===== src/pwmc_pkg.sv =====
/*
 * Package for the center-aligned, pair-joinable eight-channel PWM block.
 * Holds register offsets, widths and reset values of the register port.
 * Assumes a single 250 MHz clock and byte-wide registers on a plain port.
 */
package pwmc_pkg;

    // ------------------------------------------------------------------
    // Sizes
    // ------------------------------------------------------------------
    localparam int NUM_CH = 8;
    localparam int NUM_PAIR = 4;
    localparam int ADDR_W = 6;
    localparam int DATA_W = 8;
    localparam int WIDE_W = 16;

    // ------------------------------------------------------------------
    // Register offsets
    // ------------------------------------------------------------------
    localparam logic [5:0] OFF_ENABLE = 6'h00;   // channel_enable_bit per channel
    localparam logic [5:0] OFF_POLARITY = 6'h01; // polarity_reg
    localparam logic [5:0] OFF_CLKSEL = 6'h02;   // clock_select_bit per channel
    localparam logic [5:0] OFF_ALIGN = 6'h03;    // align_select_reg
    localparam logic [5:0] OFF_CONTROL = 6'h04;  // pwm_control_reg, pair joins
    localparam logic [5:0] OFF_COUNTER = 6'h08;  // channel_counter 0..7
    localparam logic [5:0] OFF_PERIOD = 6'h10;   // period_value 0..7
    localparam logic [5:0] OFF_DUTY = 6'h18;     // duty_value 0..7

    // ------------------------------------------------------------------
    // Field positions of the control register
    // ------------------------------------------------------------------
    localparam int POS_JOIN_0_1 = 4;
    localparam int POS_JOIN_2_3 = 5;
    localparam int POS_JOIN_4_5 = 6;
    localparam int POS_JOIN_6_7 = 7;

    // ------------------------------------------------------------------
    // Reset values
    // ------------------------------------------------------------------
    localparam logic [7:0] RST_ENABLE = 8'h00;
    localparam logic [7:0] RST_POLARITY = 8'h00;
    localparam logic [7:0] RST_CLKSEL = 8'h00;
    localparam logic [7:0] RST_ALIGN = 8'h00;
    localparam logic [3:0] RST_JOIN = 4'h0;
    localparam logic [7:0] RST_COUNTER = 8'h00;
    localparam logic [7:0] RST_PERIOD = 8'hff;
    localparam logic [7:0] RST_DUTY = 8'h00;

endpackage


===== src/pwmc_top.sv =====
/*
 * Eight-channel PWM generator with left or center alignment, double
 * buffered period and duty, boundary outputs and 16-bit pair joining.
 * Assumes tick inputs come from prescaler logic on the same clock and
 * that software keeps register writes to the plain register port.
 */
// Decided for this implementation: the address map and the plain strobed port.
// Notes on behaviour
// RULE_01: Align bit set selects center-aligned waveform
// RULE_02: Center mode counts up/down; up at zero
// RULE_03: Output toggles at duty match both directions
// RULE_04: Period match while up reverses to down
// RULE_05: Zero while down: up again, reload buffers
// RULE_06: Effective center period is twice period value
// RULE_07: Software sets alignment before enabling channel
// RULE_08: Four pair-join bits make 16-bit channels
// RULE_09: Software changes join bits with pair disabled
// RULE_10: Even channel holds high byte when joined
// RULE_11: Odd clock select and odd pin serve pair
// RULE_12: Odd polarity sets joined waveform start level
// RULE_13: Odd enable runs pair; even output disabled
// RULE_14: Any counter byte write resets joined counter
// RULE_15: Software reads joined counter in one access
// RULE_16: Odd align bit selects joined pair alignment
// RULE_17: Zero or full duty force constant output
// RULE_18: Zero period holds counter, output equals polarity
// RULE_19: Period and duty double buffered, specific loads
// RULE_20: Counter write clears, up, loads, sets polarity
// RULE_21: Polarity one starts high, low at duty
// RULE_22: Joined pair compares full 16-bit values
`timescale 1ns/10ps

// ----------------------------------------------------------------------
// Next-state step of one counter, up to 16 bits wide
// ----------------------------------------------------------------------
module pwmc_step #(
    parameter int W = 16
) (
    input wire logic [W-1:0] cnt,      // Current count
    input wire logic [W-1:0] per,      // Active period
    input wire logic [W-1:0] dty,      // Active duty
    input wire logic down,             // Counting down
    input wire logic center,           // Center-aligned mode
    output logic [W-1:0] cntN,         // Next count
    output logic downN,                // Next direction
    output logic toggle,               // Duty match on next count
    output logic periodEnd             // Effective period ends
);
    always_comb begin
        cntN = cnt;
        downN = down;
        periodEnd = 1'b0;
        if (per == '0) begin
            cntN = '0;                                  // [RULE_18]
            downN = 1'b0;
        end else if (!center) begin
            downN = 1'b0;
            if (W'(cnt + W'(1)) >= per) begin
                cntN = '0;
                periodEnd = 1'b1;
            end else begin
                cntN = W'(cnt + W'(1));
            end
        end else if (down && cnt != '0) begin           // [RULE_01] [RULE_02]
            cntN = W'(cnt - W'(1));
            if (cntN == '0) begin
                downN = 1'b0;                           // [RULE_05]
                periodEnd = 1'b1;                       // [RULE_06]
            end
        end else if (cnt >= per) begin
            cntN = W'(cnt - W'(1));                     // [RULE_04]
            downN = 1'b1;
        end else begin
            cntN = W'(cnt + W'(1));                     // [RULE_02]
            downN = 1'b0;
        end
    end

    assign toggle = !periodEnd && cntN == dty;          // [RULE_03] [RULE_22]
endmodule

// ----------------------------------------------------------------------
// Top level
// ----------------------------------------------------------------------
module pwmc_top (
    input wire logic clock,                 // 250 MHz clock
    input wire logic nrst,                  // Synchronous reset, active low
    input wire logic clkEn,                 // Freezes all state while low
    input wire logic [5:0] addr,            // Register address
    input wire logic [7:0] wrData,          // Write data
    input wire logic wrStb,                 // Write strobe
    input wire logic rdStb,                 // Read strobe
    output logic [7:0] rdData,              // Read data, cycle after strobe
    input wire logic tickA,                 // Channel clock source A
    input wire logic tickB,                 // Channel clock source B
    output logic [7:0] channelOutputPin     // PWM outputs
);
    localparam int N = pwmc_pkg::NUM_CH;
    localparam int WW = pwmc_pkg::WIDE_W;

    // ------------------------------------------------------------------
    // Registers and per-channel nets
    // ------------------------------------------------------------------
    logic [7:0] enableQ;
    logic [7:0] polarityQ;
    logic [7:0] clkSelQ;
    logic [7:0] alignQ;
    logic [3:0] joinQ;
    logic [7:0] cntQ [N];
    logic [7:0] perBufQ [N];
    logic [7:0] dtyBufQ [N];
    logic [7:0] perActQ [N];
    logic [7:0] dtyActQ [N];
    logic [7:0] downQ;
    logic [7:0] outQ;
    logic [7:0] pinQ;
    logic [7:0] rdDataQ;

    logic [7:0] running;
    logic [7:0] step;
    logic [7:0] cntWr;
    logic [7:0] cntRst;
    logic [7:0] reload;
    logic [7:0] perWr;
    logic [7:0] dtyWr;
    logic [7:0] pairStep;
    logic [7:0] pairRun;
    logic [7:0] pairEnd;
    logic [7:0] cntNext [N];
    logic [7:0] downN;
    logic [7:0] toggle;
    logic [7:0] periodEnd;
    logic [7:0] pinN;
    logic [WW-1:0] cntW [N];
    logic [WW-1:0] perW [N];
    logic [WW-1:0] dtyW [N];
    logic [WW-1:0] cntWN [N];

    // ------------------------------------------------------------------
    // Per-channel datapath
    // ------------------------------------------------------------------
    for (genvar i = 0; i < N; i++) begin : g_ch
        localparam bit IS_ODD = (i % 2) == 1;
        localparam int MATE = i ^ 1;
        logic joined;
        logic wideHi;

        assign joined = joinQ[i / 2];                                   // [RULE_08]
        assign wideHi = IS_ODD && joined;
        // Even channel of a joined pair never runs on its own
        assign running[i] = enableQ[i] && !(!IS_ODD && joined);         // [RULE_13]
        assign step[i] = running[i] && (clkSelQ[i] ? tickB : tickA);    // [RULE_11]
        assign cntWr[i] = wrStb && addr == 6'(pwmc_pkg::OFF_COUNTER + i);
        assign perWr[i] = wrStb && addr == 6'(pwmc_pkg::OFF_PERIOD + i);
        assign dtyWr[i] = wrStb && addr == 6'(pwmc_pkg::OFF_DUTY + i);
        assign cntRst[i] = cntWr[i] || (joined && cntWr[MATE]);         // [RULE_14]

        // Even byte is high order when joined
        assign cntW[i] = {wideHi ? cntQ[MATE] : 8'h00, cntQ[i]};        // [RULE_10]
        assign perW[i] = {wideHi ? perActQ[MATE] : 8'h00, perActQ[i]};
        assign dtyW[i] = {wideHi ? dtyActQ[MATE] : 8'h00, dtyActQ[i]};

        pwmc_step #(.W(WW)) u_step (
            .cnt(cntW[i]),
            .per(perW[i]),
            .dty(dtyW[i]),
            .down(downQ[i]),
            .center(alignQ[i]),                                         // [RULE_16]
            .cntN(cntWN[i]),
            .downN(downN[i]),
            .toggle(toggle[i]),
            .periodEnd(periodEnd[i])
        );

        // Governing channel of the pair is the odd one when joined
        assign pairStep[i] = joined ? step[i | 1] : step[i];
        assign pairRun[i] = joined ? running[i | 1] : running[i];
        assign pairEnd[i] = joined ? periodEnd[i | 1] : periodEnd[i];
        assign cntNext[i] = (joined && !IS_ODD) ? cntWN[i | 1][15:8] : cntWN[i][7:0];
        assign reload[i] = cntRst[i] || !pairRun[i] || (pairStep[i] && pairEnd[i]);

        // Boundary cases override the toggling flip-flop
        always_comb begin
            if (!running[i]) begin
                pinN[i] = 1'b0;
            end else if (perW[i] == '0) begin
                pinN[i] = polarityQ[i];                                 // [RULE_18]
            end else if (dtyW[i] == '0) begin
                pinN[i] = !polarityQ[i];                                // [RULE_17]
            end else if (dtyW[i] >= perW[i]) begin
                pinN[i] = polarityQ[i];                                 // [RULE_17]
            end else begin
                pinN[i] = outQ[i];
            end
        end
    end

    // ------------------------------------------------------------------
    // Control registers
    // ------------------------------------------------------------------
    always_ff @(posedge clock) begin
        if (!nrst) begin
            enableQ <= pwmc_pkg::RST_ENABLE;
            polarityQ <= pwmc_pkg::RST_POLARITY;
            clkSelQ <= pwmc_pkg::RST_CLKSEL;
            alignQ <= pwmc_pkg::RST_ALIGN;
            joinQ <= pwmc_pkg::RST_JOIN;
        end else if (clkEn && wrStb) begin
            unique case (addr)
                pwmc_pkg::OFF_ENABLE: enableQ <= wrData;
                pwmc_pkg::OFF_POLARITY: polarityQ <= wrData;
                pwmc_pkg::OFF_CLKSEL: clkSelQ <= wrData;
                pwmc_pkg::OFF_ALIGN: alignQ <= wrData;
                pwmc_pkg::OFF_CONTROL: joinQ <= wrData[pwmc_pkg::POS_JOIN_6_7:
                                                       pwmc_pkg::POS_JOIN_0_1];
                default: ;
            endcase
        end
    end

    // ------------------------------------------------------------------
    // Period and duty, buffered and active
    // ------------------------------------------------------------------
    always_ff @(posedge clock) begin
        if (!nrst) begin
            for (int i = 0; i < N; i++) begin
                perBufQ[i] <= pwmc_pkg::RST_PERIOD;
                dtyBufQ[i] <= pwmc_pkg::RST_DUTY;
            end
        end else if (clkEn) begin
            for (int i = 0; i < N; i++) begin
                if (perWr[i]) begin
                    perBufQ[i] <= wrData;
                end
                if (dtyWr[i]) begin
                    dtyBufQ[i] <= wrData;
                end
            end
        end
    end

    always_ff @(posedge clock) begin
        if (!nrst) begin
            for (int i = 0; i < N; i++) begin
                perActQ[i] <= pwmc_pkg::RST_PERIOD;
                dtyActQ[i] <= pwmc_pkg::RST_DUTY;
            end
        end else if (clkEn) begin
            for (int i = 0; i < N; i++) begin
                // Stopped channel follows its buffer, so writes land directly
                if (reload[i]) begin                                    // [RULE_19] [RULE_05]
                    perActQ[i] <= perBufQ[i];
                    dtyActQ[i] <= dtyBufQ[i];
                end
            end
        end
    end

    // ------------------------------------------------------------------
    // Counters, direction and output flip-flops
    // ------------------------------------------------------------------
    always_ff @(posedge clock) begin
        if (!nrst) begin
            for (int i = 0; i < N; i++) begin
                cntQ[i] <= pwmc_pkg::RST_COUNTER;
            end
        end else if (clkEn) begin
            for (int i = 0; i < N; i++) begin
                if (cntRst[i]) begin
                    cntQ[i] <= 8'h00;                                   // [RULE_20] [RULE_14]
                end else if (pairStep[i]) begin
                    cntQ[i] <= cntNext[i];                              // [RULE_06]
                end
            end
        end
    end

    always_ff @(posedge clock) begin
        if (!nrst) begin
            downQ <= 8'h00;
            outQ <= 8'h00;
        end else if (clkEn) begin
            for (int i = 0; i < N; i++) begin
                if (cntRst[i]) begin
                    downQ[i] <= 1'b0;                                   // [RULE_20]
                    outQ[i] <= polarityQ[i];
                end else if (step[i]) begin
                    downQ[i] <= downN[i];                               // [RULE_04]
                    if (periodEnd[i]) begin
                        outQ[i] <= polarityQ[i];                        // [RULE_21] [RULE_12]
                    end else if (toggle[i]) begin
                        outQ[i] <= !outQ[i];                            // [RULE_03]
                    end
                end
            end
        end
    end

    always_ff @(posedge clock) begin
        if (!nrst) begin
            pinQ <= 8'h00;
        end else if (clkEn) begin
            pinQ <= pinN;                                               // [RULE_13] [RULE_11]
        end
    end

    // ------------------------------------------------------------------
    // Register read port
    // ------------------------------------------------------------------
    always_ff @(posedge clock) begin
        if (!nrst) begin
            rdDataQ <= 8'h00;
        end else if (clkEn) begin
            rdDataQ <= 8'h00;
            if (rdStb) begin
                if (addr == pwmc_pkg::OFF_ENABLE) begin
                    rdDataQ <= enableQ;
                end else if (addr == pwmc_pkg::OFF_POLARITY) begin
                    rdDataQ <= polarityQ;
                end else if (addr == pwmc_pkg::OFF_CLKSEL) begin
                    rdDataQ <= clkSelQ;
                end else if (addr == pwmc_pkg::OFF_ALIGN) begin
                    rdDataQ <= alignQ;
                end else if (addr == pwmc_pkg::OFF_CONTROL) begin
                    rdDataQ <= {joinQ, 4'h0};
                end else if (addr[5:3] == pwmc_pkg::OFF_COUNTER[5:3]) begin
                    rdDataQ <= cntQ[addr[2:0]];
                end else if (addr[5:3] == pwmc_pkg::OFF_PERIOD[5:3]) begin
                    rdDataQ <= perBufQ[addr[2:0]];
                end else if (addr[5:3] == pwmc_pkg::OFF_DUTY[5:3]) begin
                    rdDataQ <= dtyBufQ[addr[2:0]];
                end
            end
        end
    end

    assign rdData = rdDataQ;
    assign channelOutputPin = pinQ;
endmodule


===== config.mk =====
export PLATFORM = sky130hd
export DESIGN_NAME = pwmc_top
export DESIGN_NICKNAME = d
export VERILOG_FILES = /design/src/pwmc_pkg.sv /design/src/pwmc_top.sv
export SDC_FILE = /design/constraint.sdc
export NUM_CORES = 1
export LEC_CHECK = 0
export BUFFER_PORTS_ARGS = -buffer_cell sky130_fd_sc_hd__buf_4
export CORE_ASPECT_RATIO = 1.25
export CORE_MARGIN = 1
export CORE_UTILIZATION = 50
export DETAILED_ROUTE_END_ITERATION = 12
export PLACE_DENSITY = 0.74
export SLEW_MARGIN = 20
export SYNTH_ARGS = -nofsm -noshare
export SYNTH_HDL_FRONTEND = slang
export SYNTH_SLANG_ARGS = --single-unit

===== constraint.sdc =====
create_clock -name clock -period 5.7 [get_ports clock]
set_clock_uncertainty 0.2 [all_clocks]
set_input_delay 0.855 -clock clock [delete_from_list [all_inputs] [get_ports clock]]
set_output_delay 0.855 -clock clock [all_outputs]
set_load 0.03 [all_outputs]

==> results.ini, run 1 <==
[sta]
hold_viol=0
timing.fmax_ghz=0.189
fin_crit_ns=5.30
finalCritPeriodShare_pct=92.9
slew_violations=0
rsz0062_at_grt=false
max_slew_margin_pct=24.7
tightest_slew_ns=1.13
setup_viol=0
tns_ns=0

[global_route]
grt_pass1_vias=28000
grt_overflow=0
grt_max_degree=48
antenna_found_initial=3
grt_first_pass_wirelength_um=167000
track_usage_pct=32.9

[setup_path]
required_ns=6.00
crit_arrival_ns=5.60
critPathMaxFanout=7
start_kind=flop
cp-end-kind=flop
critical_path_class=flop to flop

[clock_tree]
clock-sinks=388
cts_max_level=2
clk_latency_ns=0.59
cts_tree=built
clockRootBuffer=clkbuf_16
cts_made_buffers=41
clk_path_buf_depth=3
cts_hold_buf=0
clk_pin_slew_worst_paths_ns=0.07
cts_setup_buffers=0

[status]
status=finished clean

[die]
start_util_pct=50.6
io_pins=37
die-area_um2=66200
die_w_um=230
fp.dieH_um=287
coreArea_um2=64400
std_cell_rows=104

[synthesis]
synth.avg_cell_area_um2=8.94
ys_seq_area_share_pct=33.7
yosysWarnings=0
synth_top_area_share_pct=29.5
synthFlopType=edfxtp_1
yosys.cell_types.count=98
ys_seq_elements=388
async_reset_ff_share_pct=0
syn_nets=3980
syn_area_um2=32600
syn_inst=3643
synth_edf_count=320
ys_top_cells_by_area=edfxtp_1, ha_1, nand2_1
yosysTopAreaCell=edfxtp_1

[routing]
vias=29200
wl_um=110000
drc=0
vias_per_cell=6.47
wl_per_cell_um=24.4
ant_nets=0
first_pass_iters=8
drtIter0Drc=3722

[placed_design]
gp_congestion=1.03
post-dp-hpwl_um=85700
port_buffers=36

[power_and_ir_drop]
p_total_mw=7.32
irDropWorstVdd_mv=0.249
p_leak_nw=15.0
p_per_area_nw_per_um2=207

[finish]
final_cell_mix=nand2_1, nor2_1, edfxtp_1
fin_nets=3977
antennaDiodeCount=0
final_common_cell=nand2_1
drive_gt1_share_pct=9.37
fill_cells=5757
area.sequential_um2=11000
multi_input_area_um2=20100
synthToLayoutAreaGrowth_pct=8.48

[min_path]
hold_path_class=flop to flop

[flow_run]
max_cap_viol_count=0

==> metal layers <==
layer  GRT usage, %  wire length, µm  vias to the layer above
li1               -                -                    13400
met1           42.7            42700                    13800
met2           52.7            50000                     1664
met3           5.43            11100                      344
met4           17.2             6370                        0
met5         0.0727                0                        -
==> flip-flops by register name, summed over array words and instances, names as in the netlist <==
signal,count
channelOutputPin,8
dtyBufQ,64
cntQ,64
dtyActQ,64
rdData,8
perBufQ,64
outQ,8
polarityQ,8
downQ,8
alignQ,8
clkSelQ,8
joinQ,4
enableQ,8
perActQ,64
==> final cells by class <==
| class | count | area share, % |
|---|---|---|
| inverter | 214 | 2.27 |
| multi-input combinational | 2860 | 56.9 |
| sequential | 388 | 31.0 |
| timing repair buffer | 135 | 2.87 |
| tap | 848 | 3.00 |
| clock buffer | 52 | 3.26 |
| clock inverter | 24 | 0.683 |
==> worst max-delay path: stages (launching register included) <==
cell and delay (ns):
edfxtp_1 0.48, ha_1 0.31, nand2_1 0.10, nor3_1 0.58, nand2_1 0.14, xnor2_1 0.48
ha_1 0.22, nand3_1 0.09, nor2_1 0.14, nand4_1 0.14, a21oi_1 0.33, nor2_1 0.11
buf_4 0.17, and3_1 0.15, or3_1 0.35, or4_1 0.49, nor4b_2 0.26, mux2_1 0.34
a21oi_1 0.14
==> cell usage after synthesis (all sizes together), types with 28 or more instances <==
master	number
nand2	368
nor2	358
edfxtp	320
ha	316
inv	213
a21oi	190
o21ai	152
clkbuf	131
xnor2	120
nor3	96
nand3	94
mux2i	90
a21o	84
nand2b	77
and2	76
nor4	74
dfxtp	68
and3	63
nand4	62
xor2	58
mux4	51
buf	50
a211oi	38
or3	37
a31oi	35
mux2	31
nor2b	29
o22ai	28
or2	28
==> power by group <==
group          switching [mW]  leakage [nW]  internal (mW)  total, mW
Sequential              0.188          3.73           3.22       3.40
Clock                    1.26         0.673           1.59       2.85
Combinational           0.646          10.6          0.421       1.07
Total                    2.09          15.0           5.23       7.32
==> per-stage QoR <==
stage | util [%] | setup slack [ns] | hold WS (ns) | cells | area [µm²]
5_1_grt | 54.9 | 0.0609 | 0.280 | 4521 | 35300
3_3_place_gp | 52.7 | 0.580 | 0.234 | 4445 | 33900
2_1_floorplan | - | 0.390 | 0.250 | 3643 | 32600
6_report | 54.9 | 0.404 | 0.251 | 4521 | 35300
3_5_place_dp | 52.7 | 0.411 | 0.238 | 4445 | 33900
4_1_cts | 54.8 | 0.396 | 0.249 | 4521 | 35300
==> final timing paths <==
| kind | start | end | slack, ns | cells after the start |
|---|---|---|---|---|
| setup / recovery | cntQ[3][1] | outQ[3] | 0.40 | 18 |
| hold / removal | rdData[1] | rdData[1] | 0.25 | 2 |
| setup reg to reg | cntQ[3][1] | outQ[3] | 0.40 | 18 |
| hold reg to reg | rdData[1] | rdData[1] | 0.25 | 2 |
==> kinds of logic (layout without fill, tap and decap cells) <==
group | Yosys count | count (layout) | share of synthesized area [%]
multiplexers | 172 | 172 | 7.39
AO/OA/AOI/OAI | 763 | 763 | 15.5
XOR/XNOR | 178 | 178 | 4.79
adder cells (fa/ha/maj) | 316 | 316 | 12.1
AND/OR/NAND/NOR | 1431 | 1431 | 21.9
flip-flops | 388 | 388 | 33.7
buffers and inverters | 395 | 425 | 4.70
==> repair_timing <==
item / in CTS / in global routing
resized for setup: 0 / 4
setup endpoints to repair: 0 / 2
hold endpoints to repair: 0 / 0
Power figures use the tool's default switching activity.
==> inputs of run 2 (changes only) <==
CORE_UTILIZATION = 40   (was 50)
GPL_TIMING_DRIVEN = 1   (was not set)
PLACE_DENSITY = 0.64   (was 0.74)
clock period = 5.6 ns   (was 5.7 ns; I/O delays follow)
==> results.ini, run 2 (same netlist as run 1, synthesis figures left out) <==
[status]
status=finished clean  ; unchanged

[global_route]
busiest_layer=met2  ; unchanged
grt_max_degree=57  ; was 48
use_met3_pct=3.77  ; was 5.43%
grt_first_pass_wirelength_um=174000  ; was 167000 µm
grt_overflow=0  ; unchanged
met2_usage_pct=45.6  ; was 52.7%
met1_usage_pct=35.7  ; was 42.7%
grt_pass1_vias=27700  ; was 28000
antenna_found_initial=6  ; was 3
track_usage_pct=27.6  ; was 32.9%

[finish]
design_area_um2=35900  ; was 35300 µm²
instances_no_fill=4772  ; was 4521
fin_nets=4013  ; was 3977
synthToLayoutAreaGrowth_pct=10.1  ; was 8.48%
fin_util_pct=44.6  ; was 54.9%
final_common_cell=nand2_1  ; unchanged
drive_gt1_share_pct=10.2  ; was 9.37%
final_cell_mix=nand2_1, nor2_1, edfxtp_1  ; unchanged

[setup_path]
cp_slowest_cell=edfxtp_1  ; was nor3_1
cp_slowest_stage_delay_ns=0.50  ; was 0.58 ns
start_kind=flop  ; unchanged
reg2reg_slack_ns=0.32  ; was 0.40 ns
crit_arrival_ns=5.60  ; about the same
critPathTopFamily=simple AND/OR/NAND/NOR gates  ; unchanged
cp-end-kind=flop  ; unchanged
crit_path_cell_trace=ha_1 > nand4_1 > or4_1 > a21oi_1 > ha_1 > nand2_1 > o21ai_0 > a221oi_1 > o31ai_1 > buf_4 > mux2_2 > nor2_1 > a22oi_1 > xnor2_1 > nor3_1 > nor4b_1 > mux2_2 > a21oi_1  ; was ha_1 > nand2_1 > nor3_1 > nand2_1 > xnor2_1 > ha_1 > nand3_1 > nor2_1 > nand4_1 > a21oi_1 > nor2_1 > buf_4 > and3_1 > or3_1 > or4_1 > nor4b_2 > mux2_1 > a21oi_1
crit_buf_inv=1  ; unchanged
critPathMaxFanout=8  ; was 7
required_ns=5.92  ; was 6.00 ns
critical_path_class=flop to flop  ; unchanged

[placed_design]
port_buffers=36  ; unchanged
dpl_cell_area_um2=34400  ; was 33900 µm²
gp_congestion=0.996  ; was 1.03
post-place-cells=4682  ; was 4445
post-dp-hpwl_um=91200  ; was 85700 µm

[routing]
vias=29100  ; was 29200
first_pass_iters=6  ; was 8
drc=0  ; unchanged
wl_um=116000  ; was 110000 µm
vias_per_cell=6.09  ; was 6.47
wl_per_cell_um=24.3  ; was 24.4 µm
drtIter0Drc=2994  ; was 3722
ant_nets=0  ; unchanged

[sta]
fin_crit_ns=5.28  ; was 5.30 ns
timing.fmax_ghz=0.189  ; about the same
rsz0062_at_grt=false  ; unchanged
setup_viol=0  ; unchanged
tightest_slew_ns=1.16  ; was 1.13 ns
finalCritPeriodShare_pct=94.3  ; was 92.9%
max_slew_margin_pct=22.5  ; was 24.7%
hold_viol=0  ; unchanged
whs_ns=0.247  ; was 0.251 ns
slew_violations=0  ; unchanged
tns_ns=0  ; unchanged

[die]
std_cell_rows=116  ; was 104
die-area_um2=82600  ; was 66200 µm²
coreArea_um2=80400  ; was 64400 µm²
fp.dieH_um=321  ; was 287 µm
die_w_um=257  ; was 230 µm
start_util_pct=40.5  ; was 50.6%
io_pins=37  ; unchanged

[clock_tree]
clk_latency_ns=0.59  ; about the same
clk_pin_slew_worst_paths_ns=0.07  ; about the same
cts_max_level=2  ; unchanged
clock-sinks=388  ; unchanged
clockRootBuffer=clkbuf_16  ; unchanged
cts_hold_buf=0  ; unchanged
clk_path_buf_depth=3  ; unchanged
cts_made_buffers=41  ; unchanged
cts_tree=built  ; unchanged

[power_and_ir_drop]
p_int_mw=5.31  ; was 5.23 mW
p_seq_share_pct=46.5  ; about the same
irDropWorstVdd_mv=0.183  ; was 0.249 mV
p_sw_share_pct=28.5  ; was 28.6%
switchingPower_mw=2.12  ; was 2.09 mW
clock_power_share_pct=38.5  ; was 39.0%
p_per_area_nw_per_um2=207  ; about the same
p_leak_nw=15.2  ; was 15.0 nW
power_frac_comb_pct=15.0  ; was 14.6%

[flow_run]
max_cap_viol_count=0  ; unchanged

[min_path]
hold_path_class=flop to flop  ; unchanged

==> run 2: repair_timing <==
item | in CTS | in global routing
gates resized for setup | 0 | 6
setup buffers | 0 | 13
endpoints found under the setup margin | 0 | 2
==> run 2: power groups by stage <==
| stage | sequential, mW | combinational (mW) | clock [mW] |
|---|---|---|---|
| final | 3.46 | 1.12 | 2.86 |
| after floorplan | 3.41 | 0.752 | 0 |
| after global routing | 3.46 | 1.22 | 2.97 |
| after global placement | 3.51 | 1.07 | 0 |
| after CTS | 3.45 | 1.09 | 2.89 |
| after detailed placement | 3.51 | 1.08 | 0 |
==> run 2: worst register-to-register path: stages, from the launching register on <==
cell and delay (ns):
edfxtp_1 0.50, ha_1 0.33, nand4_1 0.24, or4_1 0.47
a21oi_1 0.28, ha_1 0.28, nand2_1 0.07, o21ai_0 0.10
a221oi_1 0.32, o31ai_1 0.19, buf_4 0.19, mux2_2 0.26
nor2_1 0.30, a22oi_1 0.18, xnor2_1 0.17, nor3_1 0.23
nor4b_1 0.42, mux2_2 0.38, a21oi_1 0.11
==> run 2: through the flow <==
step / total power, mW / worst slack (ns)
6_report: 7.43 / 0.321
2_1_floorplan: 4.16 / 0.290
3_5_place_dp: 4.60 / 0.131
4_1_cts: 7.43 / 0.107
3_3_place_gp: 4.59 / 0.212
5_1_grt: 7.65 / 0.00402
==> run 2: final timing paths <==
check                   from        end  cells after the start
setup / recovery  cntQ[1][1]    outQ[1]                     18
hold / removal     rdData[4]  rdData[4]                      2
setup reg to reg  cntQ[1][1]    outQ[1]                     18
hold reg to reg    rdData[4]  rdData[4]                      2
==> run 2: metal layers <==
layer / share of wire [%] / up-vias / wire length (µm)
li1: - / 13500 / -
met1: 40 / 13900 / 46600
met2: 46 / 1395 / 53800
met3: 8.2 / 297 / 9470
met4: 5.3 / 4 / 6150
met5: 0.021 / - / 24
==> run 2: layout make-up <==
cell class	instances	area, µm²
Antenna cell	1	2.50
Clock buffer	54	1150
Clock inverter	22	219
Fill cell	7783	44500
Inverter	214	803
Multi-Input combinational cell	2860	20100
Sequential cell	388	11000
Tap cell	1062	1330
Timing Repair Buffer	171	1290
